**config.mk**
```make
export PLATFORM = sky130hd
export DESIGN_NAME = dac_front
export DESIGN_NICKNAME = d
export VERILOG_FILES = /design/src/rtl/dac_front_pkg.sv /design/src/rtl/dac_front.sv /design/src/rtl/pin_sync.sv /design/src/rtl/clock_out_drv.sv
export SDC_FILE = /design/constraint.sdc
export NUM_CORES = 1
export LEC_CHECK = 0
export BUFFER_PORTS_ARGS = -buffer_cell sky130_fd_sc_hd__buf_2
export CELL_PAD_IN_SITES_DETAIL_PLACEMENT = 2
export CELL_PAD_IN_SITES_GLOBAL_PLACEMENT = 2
export CORE_MARGIN = 1
export CORE_UTILIZATION = 32
export CTS_CLUSTER_DIAMETER = 200
export DETAILED_ROUTE_END_ITERATION = 6
export MAX_ROUTING_LAYER = met4
export PLACE_DENSITY = 0.76
export SYNTH_ARGS = -nofsm -noshare
export SYNTH_HDL_FRONTEND = slang
export SYNTH_SLANG_ARGS = --single-unit
```
**constraint.sdc**
```tcl
create_clock -name ref_clk_i -period 2.2 [get_ports ref_clk_i]
set_input_delay 0.33 -clock ref_clk_i [delete_from_list [all_inputs] [get_ports ref_clk_i]]
set_output_delay 0.33 -clock ref_clk_i [all_outputs]
set_load 0.03 [all_outputs]
```
**src/rtl/dac_front_pkg.sv**
```systemverilog
// Purpose: shared constants and types of the audio converter front end
// Assumes: one 20 MHz master clock, APB register access
// Notes: mode registers 16..21 are held as six bytes, index 16 lowest
package dac_front_pkg;

    // ----------------------------------------------------------------
    // timing
    // ----------------------------------------------------------------
    localparam int CLK_PERIOD_NS = 50;
    localparam int EXT_RST_MIN_NS = 20;
    localparam int EXT_RST_MIN_CYC =
        (EXT_RST_MIN_NS + CLK_PERIOD_NS - 1) / CLK_PERIOD_NS;
    localparam int INIT_CYCLES = 1024;
    localparam logic [10:0] INIT_LAST = 11'(INIT_CYCLES - 1);

    // ----------------------------------------------------------------
    // mode registers
    // ----------------------------------------------------------------
    localparam int MODE_REGS = 6;
    localparam logic [6:0] MODE_FIRST = 7'h10;
    localparam logic [6:0] MODE_FMT_IDX = 7'h14;
    localparam int R20_POS = 32;
    localparam int R21_POS = 40;
    localparam int CLOCK_OUT_HALVE_SEL_BIT = 4;
    localparam int CLOCK_OUT_ENABLE_BIT_BIT = 3;
    localparam int INC_BIT = 7;
    localparam logic [7:0] DEF_ATT = 8'h00;
    localparam logic [7:0] DEF_R18 = 8'h00;
    localparam logic [7:0] DEF_R19 = 8'h00;
    localparam logic [7:0] DEF_R20 = 8'h08;
    localparam logic [7:0] DEF_R21 = 8'h01;
    localparam logic [47:0] MODE_DEFAULTS =
        {DEF_R21, DEF_R20, DEF_R19, DEF_R18, DEF_ATT, DEF_ATT};

    // ----------------------------------------------------------------
    // control command word
    // ----------------------------------------------------------------
    localparam logic [4:0] CMD_LEN = 5'h10;
    localparam logic [4:0] CMD_HALF = 5'h08;
    localparam int CMD_RNW = 15;
    localparam int HALF_RNW = 7;

    // ----------------------------------------------------------------
    // audio framing
    // ----------------------------------------------------------------
    typedef enum logic [2:0] {
        FMT_STD24 = 3'b000,
        FMT_STD20 = 3'b001,
        FMT_STD18 = 3'b010,
        FMT_STD16 = 3'b011,
        FMT_I2S = 3'b100,
        FMT_LJ = 3'b101
    } audio_fmt_t;
    localparam logic [5:0] LJ_LEN = 6'h18;
    localparam logic [5:0] I2S_LEN = 6'h19;

    // ----------------------------------------------------------------
    // apb map
    // ----------------------------------------------------------------
    localparam logic [7:0] A_STATUS = 8'h00;
    localparam logic [7:0] A_MODE20 = 8'h04;
    localparam logic [7:0] A_MODE21 = 8'h08;
    localparam logic [7:0] A_LEFT = 8'h0c;
    localparam logic [7:0] A_RIGHT = 8'h10;

    // ----------------------------------------------------------------
    // carriers and state
    // ----------------------------------------------------------------
    typedef struct packed {
        logic supply_ok;
        logic ext_reset_n;
        logic bit_clk;
        logic word_sel;
        logic audio_data;
        logic shift_clk;
        logic latch;
        logic din;
    } pins_t;

    typedef struct packed {
        logic psel;
        logic penable;
        logic pwrite;
        logic [7:0] paddr;
        logic [31:0] pwdata;
    } apb_req_t;

    typedef struct packed {
        pins_t meta;
        pins_t q;
    } sync_state_t;

    typedef struct packed {
        logic en;
        logic halve;
        logic div;
    } clk_out_state_t;

    typedef struct packed {
        logic init_busy;
        logic [10:0] init_cnt;
        logic [47:0] mode;
        logic bit_clk_d;
        logic word_sel_d;
        logic shift_clk_d;
        logic latch_d;
        logic [23:0] shift_a;
        logic [5:0] bit_cnt;
        logic [23:0] pend;
        logic pend_left;
        logic pend_ok;
        logic [23:0] left;
        logic [23:0] right;
        logic [15:0] cmd;
        logic [4:0] cmd_cnt;
        logic reading;
        logic [7:0] rd_byte;
        logic dout;
        logic dout_oe;
        logic pready;
        logic pslverr;
        logic [31:0] prdata;
    } core_state_t;

endpackage : dac_front_pkg

```
**src/rtl/dac_front.sv**
```systemverilog
// Purpose: reset/init, clock output, audio input port, control port, APB
// Assumes: all pins pass the synchroniser before use
// Notes: control port and audio port share only the mode registers
`timescale 1ns/10ps
module dac_front
    import dac_front_pkg::*;
(
    input wire logic ref_clk_i,
    input wire logic srst_i,
    input wire logic core_supply_ok_i,
    input wire logic external_reset_n_i,
    input wire logic audio_bit_clock_i,
    input wire logic word_select_clock_i,
    input wire logic audio_data_i,
    input wire logic ctrl_shift_clock_i,
    input wire logic ctrl_latch_i,
    input wire logic ctrl_data_in_i,
    input wire apb_req_t apb_i,
    output logic pready_o,
    output logic [31:0] prdata_o,
    output logic pslverr_o,
    output logic ctrl_data_out_o,
    output logic ctrl_data_out_oe_o,
    output logic buffered_clock_out_o,
    output logic init_busy_o,
    output logic [23:0] left_sample_o,
    output logic [23:0] right_sample_o
);
    // ------------------------------------------------------------
    // helpers
    // ------------------------------------------------------------
    function automatic logic [7:0] mode_byte(input logic [47:0] m,
                                             input logic [6:0] idx);
        logic [7:0] r;
        r = 8'h00;
        for (int i = 0; i < MODE_REGS; i++)
            if (idx == 7'(MODE_FIRST + 7'(i)))
                r = m[i*8 +: 8];
        return r;
    endfunction : mode_byte

    // standard framing: right-justified word, widened msb-aligned
    function automatic logic [23:0] std_align(input audio_fmt_t f,
                                              input logic [23:0] s);
        logic [23:0] r;
        case (f)
            FMT_STD20: r = {s[19:0], 4'h0};
            FMT_STD18: r = {s[17:0], 6'h00};
            FMT_STD16: r = {s[15:0], 8'h00};
            default: r = s;
        endcase
        return r;
    endfunction : std_align

    core_state_t st;
    core_state_t next_st;
    pins_t pin;
    pins_t raw;

    logic restart;
    logic bit_rise;
    logic word_edge;
    logic shift_rise;
    logic shift_fall;
    logic latch_rise;
    logic latch_fall;
    logic [7:0] mode20;
    logic [6:0] rd_idx;
    logic [7:0] rd_pick;
    audio_fmt_t fmt;
    logic is_std;
    logic apb_setup;
    logic apb_write;
    logic [6:0] wr_idx;

    // ------------------------------------------------------------
    // pin synchronisation
    // ------------------------------------------------------------
    assign raw = '{supply_ok: core_supply_ok_i,
                   ext_reset_n: external_reset_n_i,
                   bit_clk: audio_bit_clock_i,
                   word_sel: word_select_clock_i,
                   audio_data: audio_data_i,
                   shift_clk: ctrl_shift_clock_i,
                   latch: ctrl_latch_i,
                   din: ctrl_data_in_i};

    pin_sync u_sync (
        .ref_clk_i(ref_clk_i),
        .srst_i(srst_i),
        .d_i(raw),
        .q_o(pin)
    );

    assign restart = ~pin.supply_ok | ~pin.ext_reset_n;
    assign bit_rise = pin.bit_clk & ~st.bit_clk_d;
    assign word_edge = pin.word_sel ^ st.word_sel_d;
    assign shift_rise = pin.shift_clk & ~st.shift_clk_d;
    assign shift_fall = ~pin.shift_clk & st.shift_clk_d;
    assign latch_rise = pin.latch & ~st.latch_d;
    assign latch_fall = ~pin.latch & st.latch_d;

    assign mode20 = st.mode[R20_POS +: 8];
    assign rd_idx = st.mode[R21_POS +: 7];
    assign rd_pick = mode_byte(st.mode, rd_idx);
    assign fmt = audio_fmt_t'(mode20[2:0]);
    assign is_std = (fmt != FMT_I2S) && (fmt != FMT_LJ);
    assign apb_setup = apb_i.psel & ~apb_i.penable & ~st.pready;
    assign apb_write = apb_i.psel & apb_i.penable & st.pready &
                       apb_i.pwrite & ~st.pslverr & ~st.init_busy;
    assign wr_idx = st.cmd[14:8];

    // ------------------------------------------------------------
    // next state
    // ------------------------------------------------------------
    always_comb
    begin
        next_st = st;
        next_st.bit_clk_d = pin.bit_clk;
        next_st.word_sel_d = pin.word_sel;
        next_st.shift_clk_d = pin.shift_clk;
        next_st.latch_d = pin.latch;

        // audio input port
        if (bit_rise)
        begin
            next_st.shift_a = {st.shift_a[22:0], pin.audio_data};
            if (st.bit_cnt != 6'h3f)
                next_st.bit_cnt = 6'(st.bit_cnt + 6'h01);
            if ((fmt == FMT_LJ && next_st.bit_cnt == LJ_LEN) ||
                (fmt == FMT_I2S && next_st.bit_cnt == I2S_LEN))
            begin
                next_st.pend = next_st.shift_a;
                next_st.pend_left = (fmt == FMT_I2S) ?
                                    ~pin.word_sel : pin.word_sel;
                next_st.pend_ok = 1'b1;
            end
        end
        if (word_edge)
        begin
            next_st.bit_cnt = 6'h00;
            if (is_std)
            begin
                // word just ended belongs to the old word-select level
                if (st.word_sel_d)
                    next_st.left = std_align(fmt, st.shift_a);
                else
                    next_st.right = std_align(fmt, st.shift_a);
            end
            else if (st.pend_ok)
            begin
                if (st.pend_left)
                    next_st.left = st.pend;
                else
                    next_st.right = st.pend;
                next_st.pend_ok = 1'b0;
            end
        end

        // apb slave: answer prepared in setup, taken in access
        if (apb_setup)
        begin
            next_st.pready = 1'b1;
            next_st.pslverr = 1'b0;
            case (apb_i.paddr)
                A_STATUS: next_st.prdata = {30'h0, st.reading,
                                            st.init_busy};
                A_MODE20: next_st.prdata = {24'h0, mode20};
                A_MODE21: next_st.prdata = {24'h0, st.mode[R21_POS +: 8]};
                A_LEFT: next_st.prdata = {8'h00, st.left};
                A_RIGHT: next_st.prdata = {8'h00, st.right};
                default:
                begin
                    next_st.prdata = 32'h0;
                    next_st.pslverr = 1'b1;
                end
            endcase
        end
        else if (apb_i.psel & apb_i.penable & st.pready)
        begin
            next_st.pready = 1'b0;
            next_st.pslverr = 1'b0;
        end
        if (apb_write && apb_i.paddr == A_MODE20)
            next_st.mode[R20_POS +: 8] = apb_i.pwdata[7:0];
        if (apb_write && apb_i.paddr == A_MODE21)
            next_st.mode[R21_POS +: 8] = apb_i.pwdata[7:0];

        // control port, independent of the audio clocks
        if (latch_fall | latch_rise)
        begin
            next_st.cmd_cnt = 5'h00;
            next_st.reading = 1'b0;
            next_st.dout_oe = 1'b0;
        end
        if (latch_rise && st.cmd_cnt == CMD_LEN && !st.cmd[CMD_RNW])
        begin
            for (int i = 0; i < MODE_REGS; i++)
                if (wr_idx == 7'(MODE_FIRST + 7'(i)))
                    next_st.mode[i*8 +: 8] = st.cmd[7:0];
        end
        if (shift_rise && !pin.latch && st.cmd_cnt < CMD_LEN)
        begin
            next_st.cmd = {st.cmd[14:0], pin.din};
            next_st.cmd_cnt = 5'(st.cmd_cnt + 5'h01);
            if (next_st.cmd_cnt == CMD_HALF && next_st.cmd[HALF_RNW])
            begin
                next_st.reading = 1'b1;
                next_st.rd_byte = rd_pick;
            end
        end
        if (shift_fall && !pin.latch && st.reading &&
            st.cmd_cnt >= CMD_HALF && st.cmd_cnt < CMD_LEN)
        begin
            next_st.dout = st.rd_byte[7];
            next_st.rd_byte = {st.rd_byte[6:0], 1'b0};
            next_st.dout_oe = 1'b1;
        end

        // init sequence owns the mode registers while it runs
        if (restart)
        begin
            next_st.init_busy = 1'b1;
            next_st.init_cnt = 11'h000;
        end
        else if (st.init_busy)
        begin
            next_st.init_cnt = 11'(st.init_cnt + 11'h001);
            if (st.init_cnt == INIT_LAST)
                next_st.init_busy = 1'b0;
        end
        if (restart | st.init_busy)
        begin
            next_st.mode = MODE_DEFAULTS;
            next_st.reading = 1'b0;
            next_st.dout_oe = 1'b0;
            next_st.cmd_cnt = 5'h00;
        end
    end

    always_ff @(posedge ref_clk_i)
    begin
        if (srst_i)
        begin
            st <= '0;
            st.init_busy <= 1'b1;
            st.mode <= MODE_DEFAULTS;
            st.latch_d <= 1'b1;
        end
        else
            st <= next_st;
    end

    // ------------------------------------------------------------
    // clock output and ports
    // ------------------------------------------------------------
    clock_out_drv u_clk_out (
        .ref_clk_i(ref_clk_i),
        .srst_i(srst_i),
        .enable_i(mode20[CLOCK_OUT_ENABLE_BIT_BIT]),
        .halve_i(mode20[CLOCK_OUT_HALVE_SEL_BIT]),
        .buffered_clock_out_o(buffered_clock_out_o)
    );

    assign pready_o = st.pready;
    assign prdata_o = st.prdata;
    assign pslverr_o = st.pslverr;
    assign ctrl_data_out_o = st.dout;
    assign ctrl_data_out_oe_o = st.dout_oe;
    assign init_busy_o = st.init_busy;
    assign left_sample_o = st.left;
    assign right_sample_o = st.right;

    // ------------------------------------------------------------
    // checks
    // ------------------------------------------------------------
    logic [11:0] init_run;
    always_ff @(posedge ref_clk_i)
    begin
        if (srst_i || restart)
            init_run <= 12'h000;
        else if (st.init_busy)
            init_run <= 12'(init_run + 12'h001);
    end
endmodule : dac_front

```
**src/rtl/pin_sync.sv**
```systemverilog
// Purpose: two-flop synchroniser for all pin inputs
// Assumes: pins are asynchronous to the master clock
// Notes: only q_o may be read by other logic
`timescale 1ns/10ps
module pin_sync
    import dac_front_pkg::*;
(
    input wire logic ref_clk_i,
    input wire logic srst_i,
    input wire pins_t d_i,
    output pins_t q_o
);
    sync_state_t st;
    sync_state_t next_st;

    always_comb
    begin
        next_st.meta = d_i;
        next_st.q = st.meta;
    end

    always_ff @(posedge ref_clk_i)
    begin
        if (srst_i)
        begin
            st <= '0;
            // latch idles high: no false latch edge after reset
            st.meta.latch <= 1'b1;
            st.q.latch <= 1'b1;
        end
        else
            st <= next_st;
    end

    assign q_o = st.q;
endmodule : pin_sync

```
**src/rtl/clock_out_drv.sv**
```systemverilog
// Purpose: buffered master clock output, full or half rate, gated
// Assumes: enable and halve come from mode register 20
// Notes: full rate passes the master clock through the registered gate
`timescale 1ns/10ps
module clock_out_drv
    import dac_front_pkg::*;
(
    input wire logic ref_clk_i,
    input wire logic srst_i,
    input wire logic enable_i,
    input wire logic halve_i,
    output logic buffered_clock_out_o
);
    clk_out_state_t st;
    clk_out_state_t next_st;

    always_comb
    begin
        next_st.en = enable_i;
        next_st.halve = halve_i;
        next_st.div = ~st.div;
    end

    always_ff @(posedge ref_clk_i)
    begin
        if (srst_i)
        begin
            st <= '0;
            st.en <= DEF_R20[CLOCK_OUT_ENABLE_BIT_BIT];
        end
        else
            st <= next_st;
    end

    // rate select and gate; a setting change may give one short pulse
    assign buffered_clock_out_o =
        st.en & (st.halve ? st.div : ref_clk_i);
endmodule : clock_out_drv

```
==> flow_metrics.env <==
export IMPL_synth_cell_types=62
export IMPL_finalPower_mw=10.0
export IMPL_hold_path_cell_count=3
export IMPL_clock_fmax_mhz=470
export IMPL_routed_via_density=5.40
export IMPL_largest_net_degree_at_the_start_of_global_routing=99
export IMPL_worst_endpoint_required_ns=2.67
export IMPL_initial_utilization=0.326
export IMPL_setup_violations=0
export IMPL_arrival_ns=2.60
export IMPL_route_antenna_remaining_nets=0
export IMPL_drt_drc_violations_left=0
export IMPL_instances_no_fill=1785
export IMPL_yosys_warnings=0
export IMPL_finClkSkew_ns=0.0187
export IMPL_ioPinCount=139
export IMPL_synth_seq_area_share=0.435
export IMPL_timing_critical_path_to_type="flop"
export IMPL_startpoint="st[140]$_SDFFE_PP0P_"
export IMPL_syn_area_um2=11300
export IMPL_hold_path_class="in -> reg"
export IMPL_worst_setup_path_type="reg -> reg"
export IMPL_timing_max_cap_violations=0
export IMPL_clock_tree_from_tritoncts="built"
export IMPL_fp_dieArea_um2=36000
export IMPL_layout_area_overhead_vs_synth_pct=16.7
export IMPL_first_global_vias=10293
export IMPL_global_route_overflow_total=0
export IMPL_drt_total_wl_um=36200
export IMPL_antenna_cells_inserted=0
export IMPL_detail_route_first_pass_iterations=4
export IMPL_layout_nets=1371
export IMPL_timing_final_crit_period_ns=2.13
export IMPL_ys_ff_latch=245
export IMPL_r2r_start="st[140]$_SDFFE_PP0P_"
export IMPL_first_iter_violations=544
export IMPL_setup_worst_path_start_class="flop"
export IMPL_tightest_slew_ns=1.13
export IMPL_final_core_utilization=0.380
export IMPL_layout_commonest_cell="dfxtp_1"
export IMPL_die_y_um=190
export IMPL_clock_latency_ns=0.66
export IMPL_initial_antenna_violation_count=0
export IMPL_power_leakage_nw=4.95
export IMPL_wl_per_cell_um=20.3
export IMPL_finalInstanceArea_um2=13200
export IMPL_worst_setup_hold_path_clk_slew_ns=0.06
export IMPL_num_vias=9642
export IMPL_place_detailed_instances=1718
export IMPL_placedInstanceArea_um2=11900
export IMPL_ir_worst_vdd_mv=0.420
export IMPL_multi_input_comb_area_um2=5420
export IMPL_timing_reg2reg_worst_path_depth=7
export IMPL_crit_path_max_fanout=24
export IMPL_run_status="finished, final reports clean"
export IMPL_critical_path_endpoint="st[118]$_SDFFE_PP0P_"
export IMPL_seqCellArea_um2=4910
export IMPL_report_final_hold_viol_count=0
export IMPL_syn_area_per_cell_um2=8.80
export IMPL_post_synth_edffs=0
export IMPL_die_w_um=190
export IMPL_placeable_core_area_um2=34600
export IMPL_report_final_slew_viol_count=0
export IMPL_synthArstFlopShare=0
export IMPL_cell_count_after_synthesis=1281
export IMPL_layout_drive_gt1_share=0.195
export IMPL_place_gp_congestion=0.809
export IMPL_reg2reg_to="st[118]$_SDFFE_PP0P_"
export IMPL_ys_dominant_reg_cell="dfxtp_1"
export IMPL_period_share=0.968
export IMPL_dp_hpwl_um=24100
export IMPL_rrSetupSlack_ns=0.07
export IMPL_placementRows=68
export IMPL_numPortBuffers=106
export IMPL_final_cell_mix="dfxtp_1 (244), nor2_1 (147), buf_2 (105)"
export IMPL_max_slew_margin=0.244
export IMPL_global_route_wire_length_before_repair_um=57400
export IMPL_power_per_cell_area_nw_per_um2=764
export IMPL_gr_usage_all_layers=0.205
export IMPL_filler_cell_count=3804
==> metrics by stage <==
stage               setup TNS (ns)  setup slack (ns)  hold WS [ns]
detailed placement          -0.739            -0.104         0.405
global route               -0.0111           -0.0111        0.0191
finish                           0            0.0707        0.0171
global placement                 0            0.0200         0.392
CTS                              0           0.00732      0.000531
floorplan                        0           0.00962         0.385
==> power by group <==
part	switching (mW)	leakage [nW]	internal, mW
Sequential	0.0479	1.98	4.50
Combinational	0.319	2.48	0.145
Clock	2.02	0.485	3.02
Total	2.39	4.95	7.66
==> what timing repair did <==
item	CTS	global route
cloned	0	1
hold endpoints to repair	14	0
endpoints found under the setup margin	25	46
setup buffers	0	2
hold buffers	12	0
resized for setup	3	15
pin swaps	1	1
==> critical path, cell delays in order, from the launching register on <==
cell       delay [ns]
dfxtp_1          0.38
ha_2             0.23
nand2_1          0.11
a2bb2oi_1        0.21
or4_4            0.53
buf_12           0.19
o21ai_0          0.19
a21oi_1          0.11
==> cell families after synthesis <==
kind of cell / share of synthesized area
flip-flops: 0.435
buffers and inverters: 0.0957
multiplexers: 0.0864
adder cells (fa/ha/maj): 0.00777
XOR/XNOR: 0.0124
AO/OA/AOI/OAI: 0.200
AND/OR/NAND/NOR: 0.162
other: 0.000333
==> layer usage <==
layer / wire, um / global-route usage
met5: 0 / -
met4: 640 / 0.0524
met3: 1390 / 0.0245
met2: 17100 / 0.335
met1: 17100 / 0.269
==> Yosys cell counts, types with 8 or more instances <==
library cell | number | area share
a211oi_1 | 51 | 0.034
o21ai_1 | 29 | 0.013
inv_1 | 11 | 0.0037
a22oi_1 | 30 | 0.020
nor3_1 | 13 | 0.0058
xor2_1 | 9 | 0.0070
o221a_1 | 11 | 0.011
buf_1 | 10 | 0.0033
mux4_2 | 8 | 0.016
a22o_1 | 20 | 0.016
nor2_1 | 149 | 0.050
a21oi_1 | 105 | 0.047
o21ai_0 | 12 | 0.0053
buf_4 | 80 | 0.053
nand3_1 | 39 | 0.017
nand4_1 | 9 | 0.0050
a31oi_1 | 22 | 0.012
a2bb2oi_1 | 18 | 0.014
nand2_1 | 102 | 0.034
dfxtp_1 | 245 | 0.44
clkbuf_1 | 92 | 0.031
mux2i_1 | 77 | 0.068
nor2b_1 | 30 | 0.017
==> area by class of cell <==
type | instances | area share
Multi-Input combinational cell | 843 | 0.412
Clock inverter | 11 | 0.00875
Sequential cell | 245 | 0.373
Timing Repair Buffer | 178 | 0.0924
Clock buffer | 42 | 0.0669
Inverter | 11 | 0.00314
Tap cell | 455 | 0.0433
==> state kept, by name, summed over array words and instances (netlist names) <==
signal              cells
pready_o                1
st                    134
init_busy_o             1
fmt                     3
ctrl_data_out_o         1
prdata_o               24
u_clk_out.st            3
u_sync.q_o              8
right_sample_o         24
rd_idx                  7
pslverr_o               1
ctrl_data_out_oe_o      1
mode20                  5
u_sync.next_st          8
left_sample_o          24
==> how the worst min path moves through the flow <==
stage,end,from
2_1_floorplan,u_clk_out.st[0]$_SDFF_PP0_,u_clk_out.st[0]$_SDFF_PP0_
3_3_place_gp,u_clk_out.st[0]$_SDFF_PP0_,u_clk_out.st[0]$_SDFF_PP0_
3_5_place_dp,u_clk_out.st[0]$_SDFF_PP0_,u_clk_out.st[0]$_SDFF_PP0_
4_1_cts,pready_o$_SDFFE_PP0P_,apb_i[41]
5_1_grt,pready_o$_SDFFE_PP0P_,apb_i[41]
6_report,pready_o$_SDFFE_PP0P_,apb_i[41]
No activity file was read; power rests on OpenSTA's default activity.
